**config.mk**
```make
export PLATFORM = sky130hd
export DESIGN_NAME = encoder_fault_speed_regulator
export DESIGN_NICKNAME = d
export VERILOG_FILES = /design/src/verilog/encoder_fault_speed_regulator.v
export VERILOG_INCLUDE_DIRS = /design/src /design/src/verilog
export SDC_FILE = /design/constraint.sdc
export NUM_CORES = 2
export LEC_CHECK = 0
export BUFFER_PORTS_ARGS = -buffer_cell sky130_fd_sc_hd__buf_2
export CAP_MARGIN = 30
export CORE_UTILIZATION = 25
export CTS_BUF_LIST = sky130_fd_sc_hd__clkbuf_8
export DETAILED_ROUTE_END_ITERATION = 8
export SETUP_SLACK_MARGIN = 0.02
export SLEW_MARGIN = 10
export SYNTH_ARGS = -nofsm -noshare
export SYNTH_HDL_FRONTEND = slang
export SYNTH_SLANG_ARGS = --single-unit
```
**constraint.sdc**
```tcl
create_clock -name aclk -period 10 [get_ports aclk]
set_clock_uncertainty 0.05 [all_clocks]
set_input_delay 0 -clock aclk [delete_from_list [all_inputs] [get_ports aclk]]
set_output_delay 0 -clock aclk [all_outputs]
set_load 0.03 [all_outputs]
```
**src/verilog/encoder_fault_speed_regulator_consts.vh**
```
// Purpose: offsets, field positions, reset values and timing counts
// Assumes: 100 MHz system clock, AXI4-Lite byte addresses
// Notes:   definitions only
`ifndef ENCODER_FAULT_SPEED_REGULATOR_CONSTS_VH
`define ENCODER_FAULT_SPEED_REGULATOR_CONSTS_VH

// ----------------------------------------
// register byte offsets
// ----------------------------------------
`define OFS_CTRL 6'h00
`define OFS_STALL_LEVEL 6'h04
`define OFS_SLIP_RANGE 6'h08
`define OFS_STALL_TIME 6'h0c
`define OFS_FB_TIME 6'h10
`define OFS_SW_FREQ 6'h14
`define OFS_KP1 6'h18
`define OFS_TI1 6'h1c
`define OFS_KP2 6'h20
`define OFS_TI2 6'h24
`define OFS_STATUS 6'h28
`define OFS_MASK 6'h2c
`define OFS_REG_OUT 6'h30
`define OFS_STATE 6'h34

// ----------------------------------------
// control fields
// ----------------------------------------
`define CTRL_FB_TREAT_LSB 0
`define CTRL_SS_TREAT_LSB 2
`define CTRL_COMM_MODE_BIT 4

// ----------------------------------------
// status bits
// ----------------------------------------
`define ST_LOSS 0
`define ST_SIGNAL 1
`define ST_STALL 2
`define ST_SLIP 3
`define ST_INDEX 4
`define ST_W 5

// ----------------------------------------
// treatment codes and limits
// ----------------------------------------
`define TREAT_KEEP 2'h0
`define TREAT_RAMP 2'h1
`define TREAT_STOP 2'h2
`define STALL_MAX_PCT 7'h78
`define SLIP_MAX_PCT 7'h32
`define PCT_FULL 8'h64

// ----------------------------------------
// reset values
// ----------------------------------------
`define RST_FB_TREAT 2'h2
`define RST_SS_TREAT 2'h2
`define RST_STALL_LEVEL 7'h73
`define RST_SLIP_RANGE 7'h32
`define RST_STALL_TIME 14'h0064
`define RST_FB_TIME 14'h03e8
`define RST_SW_FREQ 16'h02bc
`define RST_KP 13'h03e8
`define RST_TI 14'h0064

// ----------------------------------------
// timing
// ----------------------------------------
`define CLK_PERIOD_NS 10
`define MS_TICK_NS 1000000
`define MS_TICK_CYCLES (`MS_TICK_NS / `CLK_PERIOD_NS)
`define STALL_TIME_MAX_MS 14'h07d0
`define FB_TIME_MAX_MS 14'h2710
`define TI_MAX_MS 14'h2710
`define KP_MAX 13'h1388

`endif
```
**src/verilog/encoder_fault_speed_regulator.v**
```verilog
// Purpose: encoder feedback supervision and two-set speed regulator
// Assumes: speeds in 0.01 Hz units, inputs synchronous to aclk
// Notes:   times held in milliseconds, gains in units of 1/1024
`timescale 1ns/1ps
`include "encoder_fault_speed_regulator_consts.vh"

// How it works
// (RULE_01) slip beyond range starts fault timing
// (RULE_02) speed beyond stall level starts fault timing
// (RULE_03) timed stall/slip past limit raises fault
// (RULE_04) stall/slip treatment: keep, ramp, coast
// (RULE_05) mode 0: index on U falling edge
// (RULE_06) mode 1: index on U rising edge
// (RULE_07) regulator sums proportional and integral terms
// (RULE_08) zero integral time disables integral action
// (RULE_09) switch frequency picks gain set; zero disables
// (RULE_10) lasting loss or signal error raises fault
// (RULE_11) zero stall level or slip range disables
module encoder_fault_speed_regulator #(
  parameter TICK_CYCLES = `MS_TICK_CYCLES,
  parameter IDX_WIN = 16
) (
  // clock and reset
  input wire aclk,
  input wire aresetn,
  // axi4-lite write address and data
  input wire [5:0] s_axi_awaddr,
  input wire s_axi_awvalid,
  output reg s_axi_awready,
  input wire [31:0] s_axi_wdata,
  input wire [3:0] s_axi_wstrb,
  input wire s_axi_wvalid,
  output reg s_axi_wready,
  // axi4-lite write response
  output reg [1:0] s_axi_bresp,
  output reg s_axi_bvalid,
  input wire s_axi_bready,
  // axi4-lite read
  input wire [5:0] s_axi_araddr,
  input wire s_axi_arvalid,
  output reg s_axi_arready,
  output reg [31:0] s_axi_rdata,
  output reg [1:0] s_axi_rresp,
  output reg s_axi_rvalid,
  input wire s_axi_rready,
  // speed inputs
  input wire [15:0] meas_speed,
  input wire [15:0] cmd_freq,
  input wire [15:0] max_freq,
  // encoder pins
  input wire enc_index,
  input wire enc_u,
  input wire enc_v,
  input wire feedback_loss,
  // drive actions
  output reg warn_r,
  output reg ramp_stop_r,
  output reg coast_stop_r,
  output reg gain_sel_r,
  output reg [31:0] speed_out_r,
  output reg irq_r
);

  // ----------------------------------------
  // registers
  // ----------------------------------------
  reg [1:0] fb_treat_r;
  reg [1:0] ss_treat_r;
  reg comm_mode_r;
  reg [6:0] stall_lvl_r;
  reg [6:0] slip_rng_r;
  reg [13:0] stall_time_r;
  reg [13:0] fb_time_r;
  reg [15:0] sw_freq_r;
  reg [12:0] kp1_r;
  reg [13:0] ti1_r;
  reg [12:0] kp2_r;
  reg [13:0] ti2_r;
  reg [`ST_W-1:0] status_r;
  reg [`ST_W-1:0] mask_r;
  reg aw_got_r;
  reg w_got_r;
  reg [5:0] awaddr_r;
  reg [31:0] wdata_r;
  reg [3:0] wstrb_r;

  // clamp a written value to its upper bound
  function [13:0] clamp14;
    input [13:0] v;
    input [13:0] lim;
    begin
      clamp14 = (v > lim) ? lim : v;
    end
  endfunction

  // ----------------------------------------
  // write channel
  // ----------------------------------------
  wire do_wr = aw_got_r && w_got_r && !s_axi_bvalid;
  wire [31:0] wd = wdata_r;
  wire wr_lo = do_wr && wstrb_r[0];
  wire [`ST_W-1:0] st_events;

  // address and data taken in either order, response after both
  always @(posedge aclk) begin
    if (!aresetn) begin
      aw_got_r <= 1'b0;
      w_got_r <= 1'b0;
      awaddr_r <= 6'h00;
      wdata_r <= 32'h00000000;
      wstrb_r <= 4'h0;
      s_axi_awready <= 1'b0;
      s_axi_wready <= 1'b0;
      s_axi_bvalid <= 1'b0;
      s_axi_bresp <= 2'h0;
    end else begin
      s_axi_awready <= !aw_got_r && !s_axi_awready && s_axi_awvalid;
      s_axi_wready <= !w_got_r && !s_axi_wready && s_axi_wvalid;
      if (s_axi_awvalid && s_axi_awready) begin
        aw_got_r <= 1'b1;
        awaddr_r <= s_axi_awaddr;
      end
      if (s_axi_wvalid && s_axi_wready) begin
        w_got_r <= 1'b1;
        wdata_r <= s_axi_wdata;
        wstrb_r <= s_axi_wstrb;
      end
      if (do_wr) begin
        s_axi_bvalid <= 1'b1;
        s_axi_bresp <= (awaddr_r > `OFS_STATE || awaddr_r[1:0] != 2'h0) ? 2'h2 : 2'h0;
      end else if (s_axi_bvalid && s_axi_bready) begin
        s_axi_bvalid <= 1'b0;
        aw_got_r <= 1'b0;
        w_got_r <= 1'b0;
      end
    end
  end

  // register stores; only the low byte lane matters for narrow fields
  always @(posedge aclk) begin
    if (!aresetn) begin
      fb_treat_r <= `RST_FB_TREAT;
      ss_treat_r <= `RST_SS_TREAT;
      comm_mode_r <= 1'b0;
      stall_lvl_r <= `RST_STALL_LEVEL;
      slip_rng_r <= `RST_SLIP_RANGE;
      stall_time_r <= `RST_STALL_TIME;
      fb_time_r <= `RST_FB_TIME;
      sw_freq_r <= `RST_SW_FREQ;
      kp1_r <= `RST_KP;
      ti1_r <= `RST_TI;
      kp2_r <= `RST_KP;
      ti2_r <= `RST_TI;
      mask_r <= {`ST_W{1'b0}};
    end else if (do_wr) begin
      case (awaddr_r)
        `OFS_CTRL: begin
          if (wstrb_r[0]) begin
            fb_treat_r <= wd[`CTRL_FB_TREAT_LSB+:2];
            ss_treat_r <= wd[`CTRL_SS_TREAT_LSB+:2];
            comm_mode_r <= wd[`CTRL_COMM_MODE_BIT];
          end
        end
        `OFS_STALL_LEVEL: if (wr_lo)
          stall_lvl_r <= (wd[6:0] > `STALL_MAX_PCT) ? `STALL_MAX_PCT : wd[6:0];
        `OFS_SLIP_RANGE: if (wr_lo)
          slip_rng_r <= (wd[6:0] > `SLIP_MAX_PCT) ? `SLIP_MAX_PCT : wd[6:0];
        `OFS_STALL_TIME: if (&wstrb_r[1:0]) stall_time_r <= clamp14(wd[13:0], `STALL_TIME_MAX_MS);
        `OFS_FB_TIME: if (&wstrb_r[1:0]) fb_time_r <= clamp14(wd[13:0], `FB_TIME_MAX_MS);
        `OFS_SW_FREQ: if (&wstrb_r[1:0]) sw_freq_r <= wd[15:0];
        `OFS_KP1: if (&wstrb_r[1:0]) kp1_r <= (wd[12:0] > `KP_MAX) ? `KP_MAX : wd[12:0];
        `OFS_TI1: if (&wstrb_r[1:0]) ti1_r <= clamp14(wd[13:0], `TI_MAX_MS);
        `OFS_KP2: if (&wstrb_r[1:0]) kp2_r <= (wd[12:0] > `KP_MAX) ? `KP_MAX : wd[12:0];
        `OFS_TI2: if (&wstrb_r[1:0]) ti2_r <= clamp14(wd[13:0], `TI_MAX_MS);
        `OFS_MASK: if (wr_lo) mask_r <= wd[`ST_W-1:0];
        default: ;
      endcase
    end
  end

  // sticky status, a new event wins over a write-one clear
  always @(posedge aclk) begin
    if (!aresetn) begin
      status_r <= {`ST_W{1'b0}};
      irq_r <= 1'b0;
    end else begin
      if (wr_lo && awaddr_r == `OFS_STATUS)
        status_r <= (status_r & ~wd[`ST_W-1:0]) | st_events;
      else
        status_r <= status_r | st_events;
      irq_r <= |(status_r & mask_r);
    end
  end

  // ----------------------------------------
  // read channel
  // ----------------------------------------
  always @(posedge aclk) begin
    if (!aresetn) begin
      s_axi_arready <= 1'b0;
      s_axi_rvalid <= 1'b0;
      s_axi_rdata <= 32'h00000000;
      s_axi_rresp <= 2'h0;
    end else begin
      s_axi_arready <= !s_axi_rvalid && !s_axi_arready && s_axi_arvalid;
      if (s_axi_arvalid && s_axi_arready) begin
        s_axi_rvalid <= 1'b1;
        s_axi_rresp <= 2'h0;
        case (s_axi_araddr)
          `OFS_CTRL: s_axi_rdata <= {27'h0, comm_mode_r, ss_treat_r, fb_treat_r};
          `OFS_STALL_LEVEL: s_axi_rdata <= {25'h0, stall_lvl_r};
          `OFS_SLIP_RANGE: s_axi_rdata <= {25'h0, slip_rng_r};
          `OFS_STALL_TIME: s_axi_rdata <= {18'h0, stall_time_r};
          `OFS_FB_TIME: s_axi_rdata <= {18'h0, fb_time_r};
          `OFS_SW_FREQ: s_axi_rdata <= {16'h0, sw_freq_r};
          `OFS_KP1: s_axi_rdata <= {19'h0, kp1_r};
          `OFS_TI1: s_axi_rdata <= {18'h0, ti1_r};
          `OFS_KP2: s_axi_rdata <= {19'h0, kp2_r};
          `OFS_TI2: s_axi_rdata <= {18'h0, ti2_r};
          `OFS_STATUS: s_axi_rdata <= {27'h0, status_r};
          `OFS_MASK: s_axi_rdata <= {27'h0, mask_r};
          `OFS_REG_OUT: s_axi_rdata <= speed_out_r;
          `OFS_STATE: s_axi_rdata <= {28'h0, coast_stop_r, ramp_stop_r, warn_r, gain_sel_r};
          default: begin
            s_axi_rdata <= 32'h00000000;
            s_axi_rresp <= 2'h2;
          end
        endcase
      end else if (s_axi_rvalid && s_axi_rready) begin
        s_axi_rvalid <= 1'b0;
      end
    end
  end

  // ----------------------------------------
  // millisecond tick
  // ----------------------------------------
  reg [31:0] tick_cnt_r;
  wire tick = (tick_cnt_r == TICK_CYCLES - 1);

  always @(posedge aclk) begin
    if (!aresetn || tick)
      tick_cnt_r <= 32'h00000000;
    else
      tick_cnt_r <= tick_cnt_r + 32'h00000001;
  end

  // ----------------------------------------
  // stall and slip supervision
  // ----------------------------------------
  wire [15:0] slip_abs = (meas_speed > cmd_freq) ? meas_speed - cmd_freq : cmd_freq - meas_speed;
  wire [23:0] slip_x100 = slip_abs * `PCT_FULL;
  wire [23:0] meas_x100 = meas_speed * `PCT_FULL;
  wire [23:0] slip_lim = max_freq * slip_rng_r;
  wire [23:0] stall_lim = max_freq * stall_lvl_r;
  wire slip_cond = (slip_rng_r != 7'h00) && (slip_x100 > slip_lim); // [RULE_01] [RULE_11]
  wire stall_cond = (stall_lvl_r != 7'h00) && (meas_x100 > stall_lim); // [RULE_02] [RULE_11]
  reg [13:0] ss_acc_r;
  reg ss_fired_r;
  wire ss_fire = (stall_cond || slip_cond) && (ss_acc_r > stall_time_r) &&
                 !ss_fired_r; // [RULE_03]

  // time accumulates while either condition holds, restarts when both clear
  always @(posedge aclk) begin
    if (!aresetn || !(stall_cond || slip_cond)) begin
      ss_acc_r <= 14'h0000;
      ss_fired_r <= 1'b0;
    end else begin
      if (tick && ss_acc_r != 14'h3fff)
        ss_acc_r <= ss_acc_r + 14'h0001; // [RULE_01] [RULE_02]
      if (ss_fire)
        ss_fired_r <= 1'b1;
    end
  end

  // ----------------------------------------
  // index versus u-phase edge check
  // ----------------------------------------
  reg u_d_r;
  reg idx_d_r;
  reg last_fall_r;
  reg fwd_r;
  reg [4:0] u_age_r;
  wire u_rise = enc_u && !u_d_r;
  wire u_fall = !enc_u && u_d_r;
  wire idx_rise = enc_index && !idx_d_r;
  wire edge_ok = (u_rise || u_fall) ? (u_fall == !comm_mode_r) :
                 (u_age_r < IDX_WIN && last_fall_r == !comm_mode_r); // [RULE_05] [RULE_06]
  wire idx_bad = idx_rise && fwd_r && !edge_ok;

  // direction from v at each u edge: forward sees v low on rise, high on fall
  always @(posedge aclk) begin
    if (!aresetn) begin
      u_d_r <= enc_u; // track the pin so a high idle level is no edge
      idx_d_r <= enc_index;
      last_fall_r <= 1'b0;
      fwd_r <= 1'b0;
      u_age_r <= 5'h1f;
    end else begin
      u_d_r <= enc_u;
      idx_d_r <= enc_index;
      if (u_rise || u_fall) begin
        last_fall_r <= u_fall;
        fwd_r <= u_fall ? enc_v : !enc_v;
        u_age_r <= 5'h00;
      end else if (u_age_r != 5'h1f) begin
        u_age_r <= u_age_r + 5'h01;
      end
    end
  end

  // ----------------------------------------
  // feedback loss and signal error timing
  // ----------------------------------------
  reg sig_err_r;
  reg [13:0] fb_acc_r;
  reg fb_fired_r;
  wire fb_cond = feedback_loss || sig_err_r;
  wire fb_fire = fb_cond && (fb_acc_r > fb_time_r) && !fb_fired_r; // [RULE_10]

  // a wrong index edge counts as a signal error until a good index arrives
  always @(posedge aclk) begin
    if (!aresetn) begin
      sig_err_r <= 1'b0;
      fb_acc_r <= 14'h0000;
      fb_fired_r <= 1'b0;
    end else begin
      if (idx_rise && fwd_r)
        sig_err_r <= !edge_ok;
      if (!fb_cond) begin
        fb_acc_r <= 14'h0000;
        fb_fired_r <= 1'b0;
      end else begin
        if (tick && fb_acc_r != 14'h3fff)
          fb_acc_r <= fb_acc_r + 14'h0001;
        if (fb_fire)
          fb_fired_r <= 1'b1;
      end
    end
  end

  assign st_events = {idx_bad, ss_fire && slip_cond, ss_fire && stall_cond,
                      fb_fire && !feedback_loss, fb_fire && feedback_loss};

  // ----------------------------------------
  // fault treatment
  // ----------------------------------------
  wire fb_flt = status_r[`ST_LOSS] || status_r[`ST_SIGNAL];
  wire ss_flt = status_r[`ST_STALL] || status_r[`ST_SLIP];

  // actions hold while the fault bit stays set
  always @(posedge aclk) begin
    if (!aresetn) begin
      warn_r <= 1'b0;
      ramp_stop_r <= 1'b0;
      coast_stop_r <= 1'b0;
    end else begin
      warn_r <= fb_flt || ss_flt; // [RULE_04] [RULE_10]
      ramp_stop_r <= (fb_flt && fb_treat_r == `TREAT_RAMP) ||
                     (ss_flt && ss_treat_r == `TREAT_RAMP); // [RULE_04] [RULE_10]
      coast_stop_r <= (fb_flt && fb_treat_r == `TREAT_STOP) ||
                      (ss_flt && ss_treat_r == `TREAT_STOP); // [RULE_04] [RULE_10]
    end
  end

  // ----------------------------------------
  // speed regulator
  // ----------------------------------------
  wire use_two = (sw_freq_r != 16'h0000) && (meas_speed > sw_freq_r); // [RULE_09]
  wire [12:0] kp = gain_sel_r ? kp2_r : kp1_r;
  wire [13:0] ti = gain_sel_r ? ti2_r : ti1_r;
  wire signed [16:0] err = $signed({1'b0, cmd_freq}) - $signed({1'b0, meas_speed});
  wire signed [30:0] prod = err * $signed({1'b0, kp});
  wire signed [31:0] p_term = {{11{prod[30]}}, prod[30:10]};
  reg signed [31:0] integ_r;
  reg [13:0] ti_cnt_r;

  // integrator adds the proportional term once per ti milliseconds
  always @(posedge aclk) begin
    if (!aresetn) begin
      gain_sel_r <= 1'b0;
      integ_r <= 32'sh00000000;
      ti_cnt_r <= 14'h0000;
      speed_out_r <= 32'h00000000;
    end else begin
      gain_sel_r <= use_two;
      if (ti == 14'h0000) begin
        integ_r <= 32'sh00000000; // [RULE_08]
        ti_cnt_r <= 14'h0000;
      end else if (tick) begin
        if (ti_cnt_r >= ti - 14'h0001) begin
          ti_cnt_r <= 14'h0000;
          integ_r <= integ_r + p_term; // [RULE_07]
        end else begin
          ti_cnt_r <= ti_cnt_r + 14'h0001;
        end
      end
      speed_out_r <= p_term + integ_r; // [RULE_07]
    end
  end

endmodule // encoder_fault_speed_regulator

```
* Word level (Yosys, flattened, before mapping)
Index checks and enable logic that the tools add are counted.
Cells by class: divide/modulo/power cells 0, equality and inequality tests 34, mux-type cells 27, shift-type cells 0, reductions and logical operators 93, magnitude comparators 14, bitwise logic cells 6, add/sub/neg operators 10, multipliers 5
Operators with widths (count):
- 32-bit one-hot mux with 14 select lines | 1
- 6-bit == test (second input constant) | 10
- 14-bit 2-to-1 mux | 4
- 6-bit by 5-bit == test with 1-bit output (second input constant) | 8
- 23-bit greater-than comparator | 2
- 16-bit by 7-bit multiplier with 23-bit output | 2
- 14-bit by 1-bit adder with 14-bit output (second input constant) | 3
- 16-bit by 5-bit multiplier with 21-bit output (second input constant) | 2
- 1-bit logical AND | 38
- 21-bit by 32-bit adder with 32-bit output | 1
- 32-bit by 1-bit adder with 32-bit output (second input constant) | 1
- 32-bit by 17-bit == test with 1-bit output (second input constant) | 1
- 16-bit greater-than comparator | 2
- 16-bit subtractor | 2
- 17-bit by 14-bit multiplier with 31-bit output | 1
- 14-bit greater-than comparator | 2
- 14-bit inequality test (second input constant) | 2
- 4-bit AND reduction | 7
- 13-bit 2-to-1 mux | 2
- 6-bit by 4-bit == test with 1-bit output (second input constant) | 4
- 1-bit zero test | 18
- 16-bit by 16-bit subtractor with 17-bit output | 1
- 16-bit 2-to-1 mux | 1
- 16-bit nonzero test | 1
- 33 further kinds | 73
Storage, ports and cells: input bits 107, memory bits (writable) 0, latch bits 0, memories 0, register bits after elaboration 349, bits in read-only memories 0

* Depth between registers and ports, before layout
depth in word-level cells 11, mapped depth 45, gate-level depth less buffers 45

* Worst setup path before layout
Ideal clock, no wire load.
path type flip-flop to flip-flop, from register gain_sel_r, to register integ_r[31], stages on the path, launching flop included 37, clock period less this slack 10.212 ns, setup time 0.123 ns, slack -0.212 ns, buffers on the path 5, data arrival time 10.039 ns, cells stage by stage dfxtp_1 > clkbuf_1 > clkbuf_1 > buf_2 > buf_1 > buf_1 > mux2i_1 > nor2_1 > fa_1 > fa_1 > fa_1 > fa_1 > fa_1 > inv_1 > fa_1 > inv_1 > ha_1 > a21o_1 > a21o_1 > a21oi_1 > o21ai_0 > a221o_1 > a221o_1 > a31oi_1 > xnor2_2 > inv_1 > ha_1 > a21o_1 > a21oi_1 > o21ai_0 > a21o_1 > a21oi_1 > a31oi_1 > a41oi_1 > or2_2 > mux2i_1 > mux2_1
On the way: word-level cells in the longest chain between the ends 4
Ends and longest elaborated chain:
- start, declared | RTL line encoder_fault_speed_regulator.v:59 | output reg gain_sel_r,
- start signal, assigned | RTL line encoder_fault_speed_regulator.v:386 | gain_sel_r <= use_two;
- branches (longest 4 deep; another with 21-bit by 32-bit adder with 32-bit output)
- end signal, assigned | RTL line encoder_fault_speed_regulator.v:393 | integ_r <= integ_r + p_term;
- end, declared | RTL line encoder_fault_speed_regulator.v:375 | reg signed [31:0] integ_r;
Several ways; the timed one is not identified. A chain may end at the register's enable or synchronous reset.

* Worst setup path in the final report
from input meas_speed[1], to register speed_out_r[20]
On the way: word-level cells in the longest chain between the ends 3
Ends and longest elaborated chain:
- start, declared | RTL line encoder_fault_speed_regulator.v:47 | input wire [15:0] meas_speed,
- 16-bit by 16-bit subtractor with 17-bit output | RTL line encoder_fault_speed_regulator.v:372 | wire signed [16:0] err = $signed({1'b0, cmd_freq}) - $signed({1'b0, meas_speed});
- 17-bit by 14-bit multiplier with 31-bit output | RTL line encoder_fault_speed_regulator.v:373 | wire signed [30:0] prod = err * $signed({1'b0, kp});
- 21-bit by 32-bit adder with 32-bit output | RTL line encoder_fault_speed_regulator.v:398 | speed_out_r <= p_term + integ_r;
- end signal, assigned | RTL line encoder_fault_speed_regulator.v:398
- end, declared | RTL line encoder_fault_speed_regulator.v:60 | output reg [31:0] speed_out_r,
No other way between the ends.

==> flow_summary_export.csv <==
group,metric,value,unit
outcome,status,"finished clean",
final_layout,area_growth,16.8,%
grt,grt_use_total,15.6,%
synth,yosysWarningCount,0,
final_layout,layout.area.seq,6950,sq um
worst_setup_path,cp_slowest_cell,"sky130_fd_sc_hd__fa_1",
clock_network,cts.path.max_buffers,3,
synth,synth-seq-cells,347,
place,place_hpwl,95.3,mm
final_layout,fillers,15900,
clock_network,cts_tree,"built",
grt,grt_start_max_net_pins,78,
final_layout,num-nets-final,5757,
grt,initial_antenna_violation_count,34,
worst_setup_path,worst_setup_ep_type,"register",
final_layout,final_layout_size_suffix_gt1_share,11.9,%
synth,post_synth_num_cell_types,87,
synth,synth-async-reset-ratio,0,%
floorplan,num_io_pins,185,
floorplan,chipWidth,390,microns
grt,first_global_vias,32600,
worst_setup_path,worst-path-max-fanout,6,
synth,post_synth_inst_count,4500,
clock_network,clk_root_buffer_cell,"sky130_fd_sc_hd__clkbuf_8",
synth,ys.flop_type,"sky130_fd_sc_hd__dfxtp_1",
worst_setup_path,setup.worst_path.class,"in2reg",
timing,clock.fmax,0.106,GHz
worst_hold_path,hold_path_class,"in2reg",
worst_setup_path,critical_path.max_stage_delay,0.55,ns
routing,detail_route.wl_per_cell,17.3,microns
synth,synth.avg_cell_area,8.35,sq um
clock_network,clk_transition_reported_paths,0.06,ns
routing,detail-route-antenna-nets,0,
worst_setup_path,cp-start-kind,"input pin",
routing,avgViaCountPerCell,4.74,
grt,total_gr_overflow,0,
timing,period_needed,9.47,ns
synth,synth_enable_flop_cells,0,
floorplan,floorplan.die_area,152000,sq um
clock_network,cts-htree-levels,2,
flow_run,max-cap-violations,0,
clock_network,cts_sinks,347,
final_layout,multi_input_area,27600,sq um
grt,grt_pass1_wl,188,mm
floorplan,fp.dieH,390,microns
timing,hold_viol,0,
worst_setup_path,critPathBufInv,12,
worst_setup_path,required,10.56,ns
timing,tightestPinTransition,1.08,ns
floorplan,start_util,25.3,%
worst_setup_path,cp.arrival,10.04,ns
routing,totalWireLength,119,mm
routing,detail_route.first_pass.iterations,5,
place,placement.io_buffers,164,
timing,headroom_to_the_max_slew_limit,27.5,%
clock_network,cts_buffers,57,
timing,fin_crit_sh,94.7,%
clock_network,clock_latency,0.69,ns
timing,setup-violations-final,0,
timing,rsz_0062_raised_after_global_routing,"false",
routing,detail_route.iter0.violations,2388,
timing,slew_violations,0,
place,gp_routability_congestion,0.931,
timing,finalSetupTns,0,ns
routing,vias,32700,
synth,synth-seq-area-share,18.5,%
routing,route.detailed.drc,0,
worst_setup_path,critical_path.top_delay_family,"adder cells",
worst_setup_path,crit_path_frequent_cell,"sky130_fd_sc_hd__a21o_1",
synth,post_synth_instance_area,37600,sq um
floorplan,number_of_rows_in_the_core_area,141,
floorplan,core_region_area,148000,sq um
sequential cells by signal, indices dropped and copies added, names as in the netlist, 14 cells and up:
register and flops:
stall_time_r 14, ti_cnt_r 14, ss_acc_r 14, speed_out_r 32
integ_r 32, sw_freq_r 16, fb_time_r 14, ti2_r 14
tick_cnt_r 32, s_axi_rdata 32, fb_acc_r 14, ti1_r 14
wd 16
timing repair:
action | in CTS | in global routing
buffers inserted | 0 | 0
gates resized for setup | 0 | 9
setup endpoints to repair | 0 | 22
endpoints found under the hold margin | 120 | 0
hold buffers | 43 | 0
layout make-up:
class                      count  share of cell area, %
multi-input combinational   3339                   63.0
sequential                   347                   15.8
timing repair buffer         465                   7.37
tap                         2002                   5.71
inverter                     627                   5.37
clock buffer                  73                   2.29
clock inverter                29                  0.391
antenna                        9                 0.0513
cell families (layout without fill, tap and decap cells):
logic type	after synthesis	count (layout)	synth area share, %
compound gates	742	742	13.2
xor+xnor	244	244	5.77
fa+ha+maj	813	813	34.6
buf+inv	815	1194	8.23
flops	347	347	18.5
mux	63	63	1.73
other cells	1	11	0.00998
simple gates	1475	1475	18.0
worst reg2reg max path, delay by kind of cell (launching register included):
| kind | cells | cell delay [ns] |
|---|---|---|
| adders and majority gates | 8 | 3.72 |
| AOI/OAI and AO/OA | 11 | 2.30 |
| buffers and inverters | 7 | 0.82 |
| DFF | 1 | 0.77 |
| muxes | 1 | 0.62 |
| and+or+nand+nor | 4 | 0.54 |
| xor gates and xnor gates | 2 | 0.49 |
Yosys cell counts (6+ instances only):
master	number	area share, %
sky130_fd_sc_hd__dfxtp_1	347	18
sky130_fd_sc_hd__nor4_1	29	0.48
sky130_fd_sc_hd__inv_1	627	6.3
sky130_fd_sc_hd__a31o_2	6	0.14
sky130_fd_sc_hd__a21oi_1	244	3.3
sky130_fd_sc_hd__a21boi_0	6	0.12
sky130_fd_sc_hd__clkbuf_1	165	1.6
sky130_fd_sc_hd__nor3_1	55	0.73
sky130_fd_sc_hd__mux2_2	14	0.42
sky130_fd_sc_hd__a22oi_1	79	1.6
sky130_fd_sc_hd__a31oi_1	13	0.22
sky130_fd_sc_hd__nor2_1	340	3.4
sky130_fd_sc_hd__buf_2	9	0.12
sky130_fd_sc_hd__a21o_1	88	1.8
sky130_fd_sc_hd__o211ai_1	38	0.76
sky130_fd_sc_hd__xor2_1	116	2.7
sky130_fd_sc_hd__a211o_1	8	0.19
sky130_fd_sc_hd__or3_1	16	0.27
sky130_fd_sc_hd__nand4_1	59	0.98
sky130_fd_sc_hd__a221oi_1	10	0.23
sky130_fd_sc_hd__nor2b_1	36	0.60
sky130_fd_sc_hd__nand2b_1	41	0.68
sky130_fd_sc_hd__nand2_1	604	6.0
sky130_fd_sc_hd__nand3_1	99	1.3
sky130_fd_sc_hd__a211oi_1	18	0.36
sky130_fd_sc_hd__or2_2	13	0.22
sky130_fd_sc_hd__o21a_1	27	0.54
sky130_fd_sc_hd__mux2i_1	48	1.3
sky130_fd_sc_hd__o21bai_1	21	0.42
sky130_fd_sc_hd__and4_1	7	0.16
sky130_fd_sc_hd__buf_1	9	0.090
sky130_fd_sc_hd__xnor2_1	125	2.9
sky130_fd_sc_hd__a22o_1	12	0.28
sky130_fd_sc_hd__and3_1	29	0.48
sky130_fd_sc_hd__o21ai_0	87	1.2
sky130_fd_sc_hd__nor3b_1	11	0.22
sky130_fd_sc_hd__ha_1	438	15
sky130_fd_sc_hd__o31ai_1	9	0.18
sky130_fd_sc_hd__fa_1	375	20
sky130_fd_sc_hd__and2_1	116	1.9
worst paths after layout:
kind | startpoint | end | slack, ns | cells after the start
setup reg to reg | gain_sel_r | speed_out_r[20] | 0.63 | 33
hold / removal | meas_speed[7] | gain_sel_r | 0.05 | 6
setup / recovery | meas_speed[1] | speed_out_r[20] | 0.53 | 46
hold reg to reg | w_got_r | s_axi_wready | 0.40 | 1
per-stage QoR:
step                      hold WS (ns)  cell area, sq um  utilization, %  std cells  setup WS, ns
final                           0.0452             43900            29.6       6891         0.530
after global routing            0.0248             43900            29.6       6884        0.0462
after CTS                     0.000622             43800            29.5       6880         0.310
after detailed placement        0.0720             42200            28.4       6735        -0.372
after global placement          0.0706             42100            28.4       6728        -0.390
after floorplan                -0.0223             37600               -       4501        0.0843
cell usage in the layout (no fill, tap or decap), drive strengths merged, types with 12 or more instances in the layout:
cell	synthesis	routed
a211oi	18	18
a21o	88	88
a21oi	247	247
a221oi	12	12
a22o	12	12
a22oi	79	79
a31oi	13	13
and2	119	119
and3	29	29
buf	22	422
clkbuf	166	73
dfxtp	347	347
dlygate4sd3	0	43
fa	375	375
ha	438	438
inv	627	646
mux2	15	15
mux2i	48	48
nand2	604	604
nand2b	41	41
nand3	99	99
nand4	59	59
nor2	340	340
nor2b	36	36
nor3	56	56
nor4	30	30
o211ai	38	38
o21a	28	28
o21ai	92	92
o21bai	21	21
or2	13	13
or3	16	16
xnor2	127	127
xor2	116	116
metal layers:
metal | vias up | GRT usage [%] | share of wire (%)
met5 | - | 0 | 0.092
met4 | 20 | 3.10 | 2.1
met3 | 192 | 3.89 | 8.6
met2 | 1095 | 24.3 | 43
met1 | 15900 | 21.6 | 46
li1 | 15500 | - | -
Power is left out: the tool's default activity adds up to more than one toggle a clock period on the data nets, which glitch-free logic cannot reach.
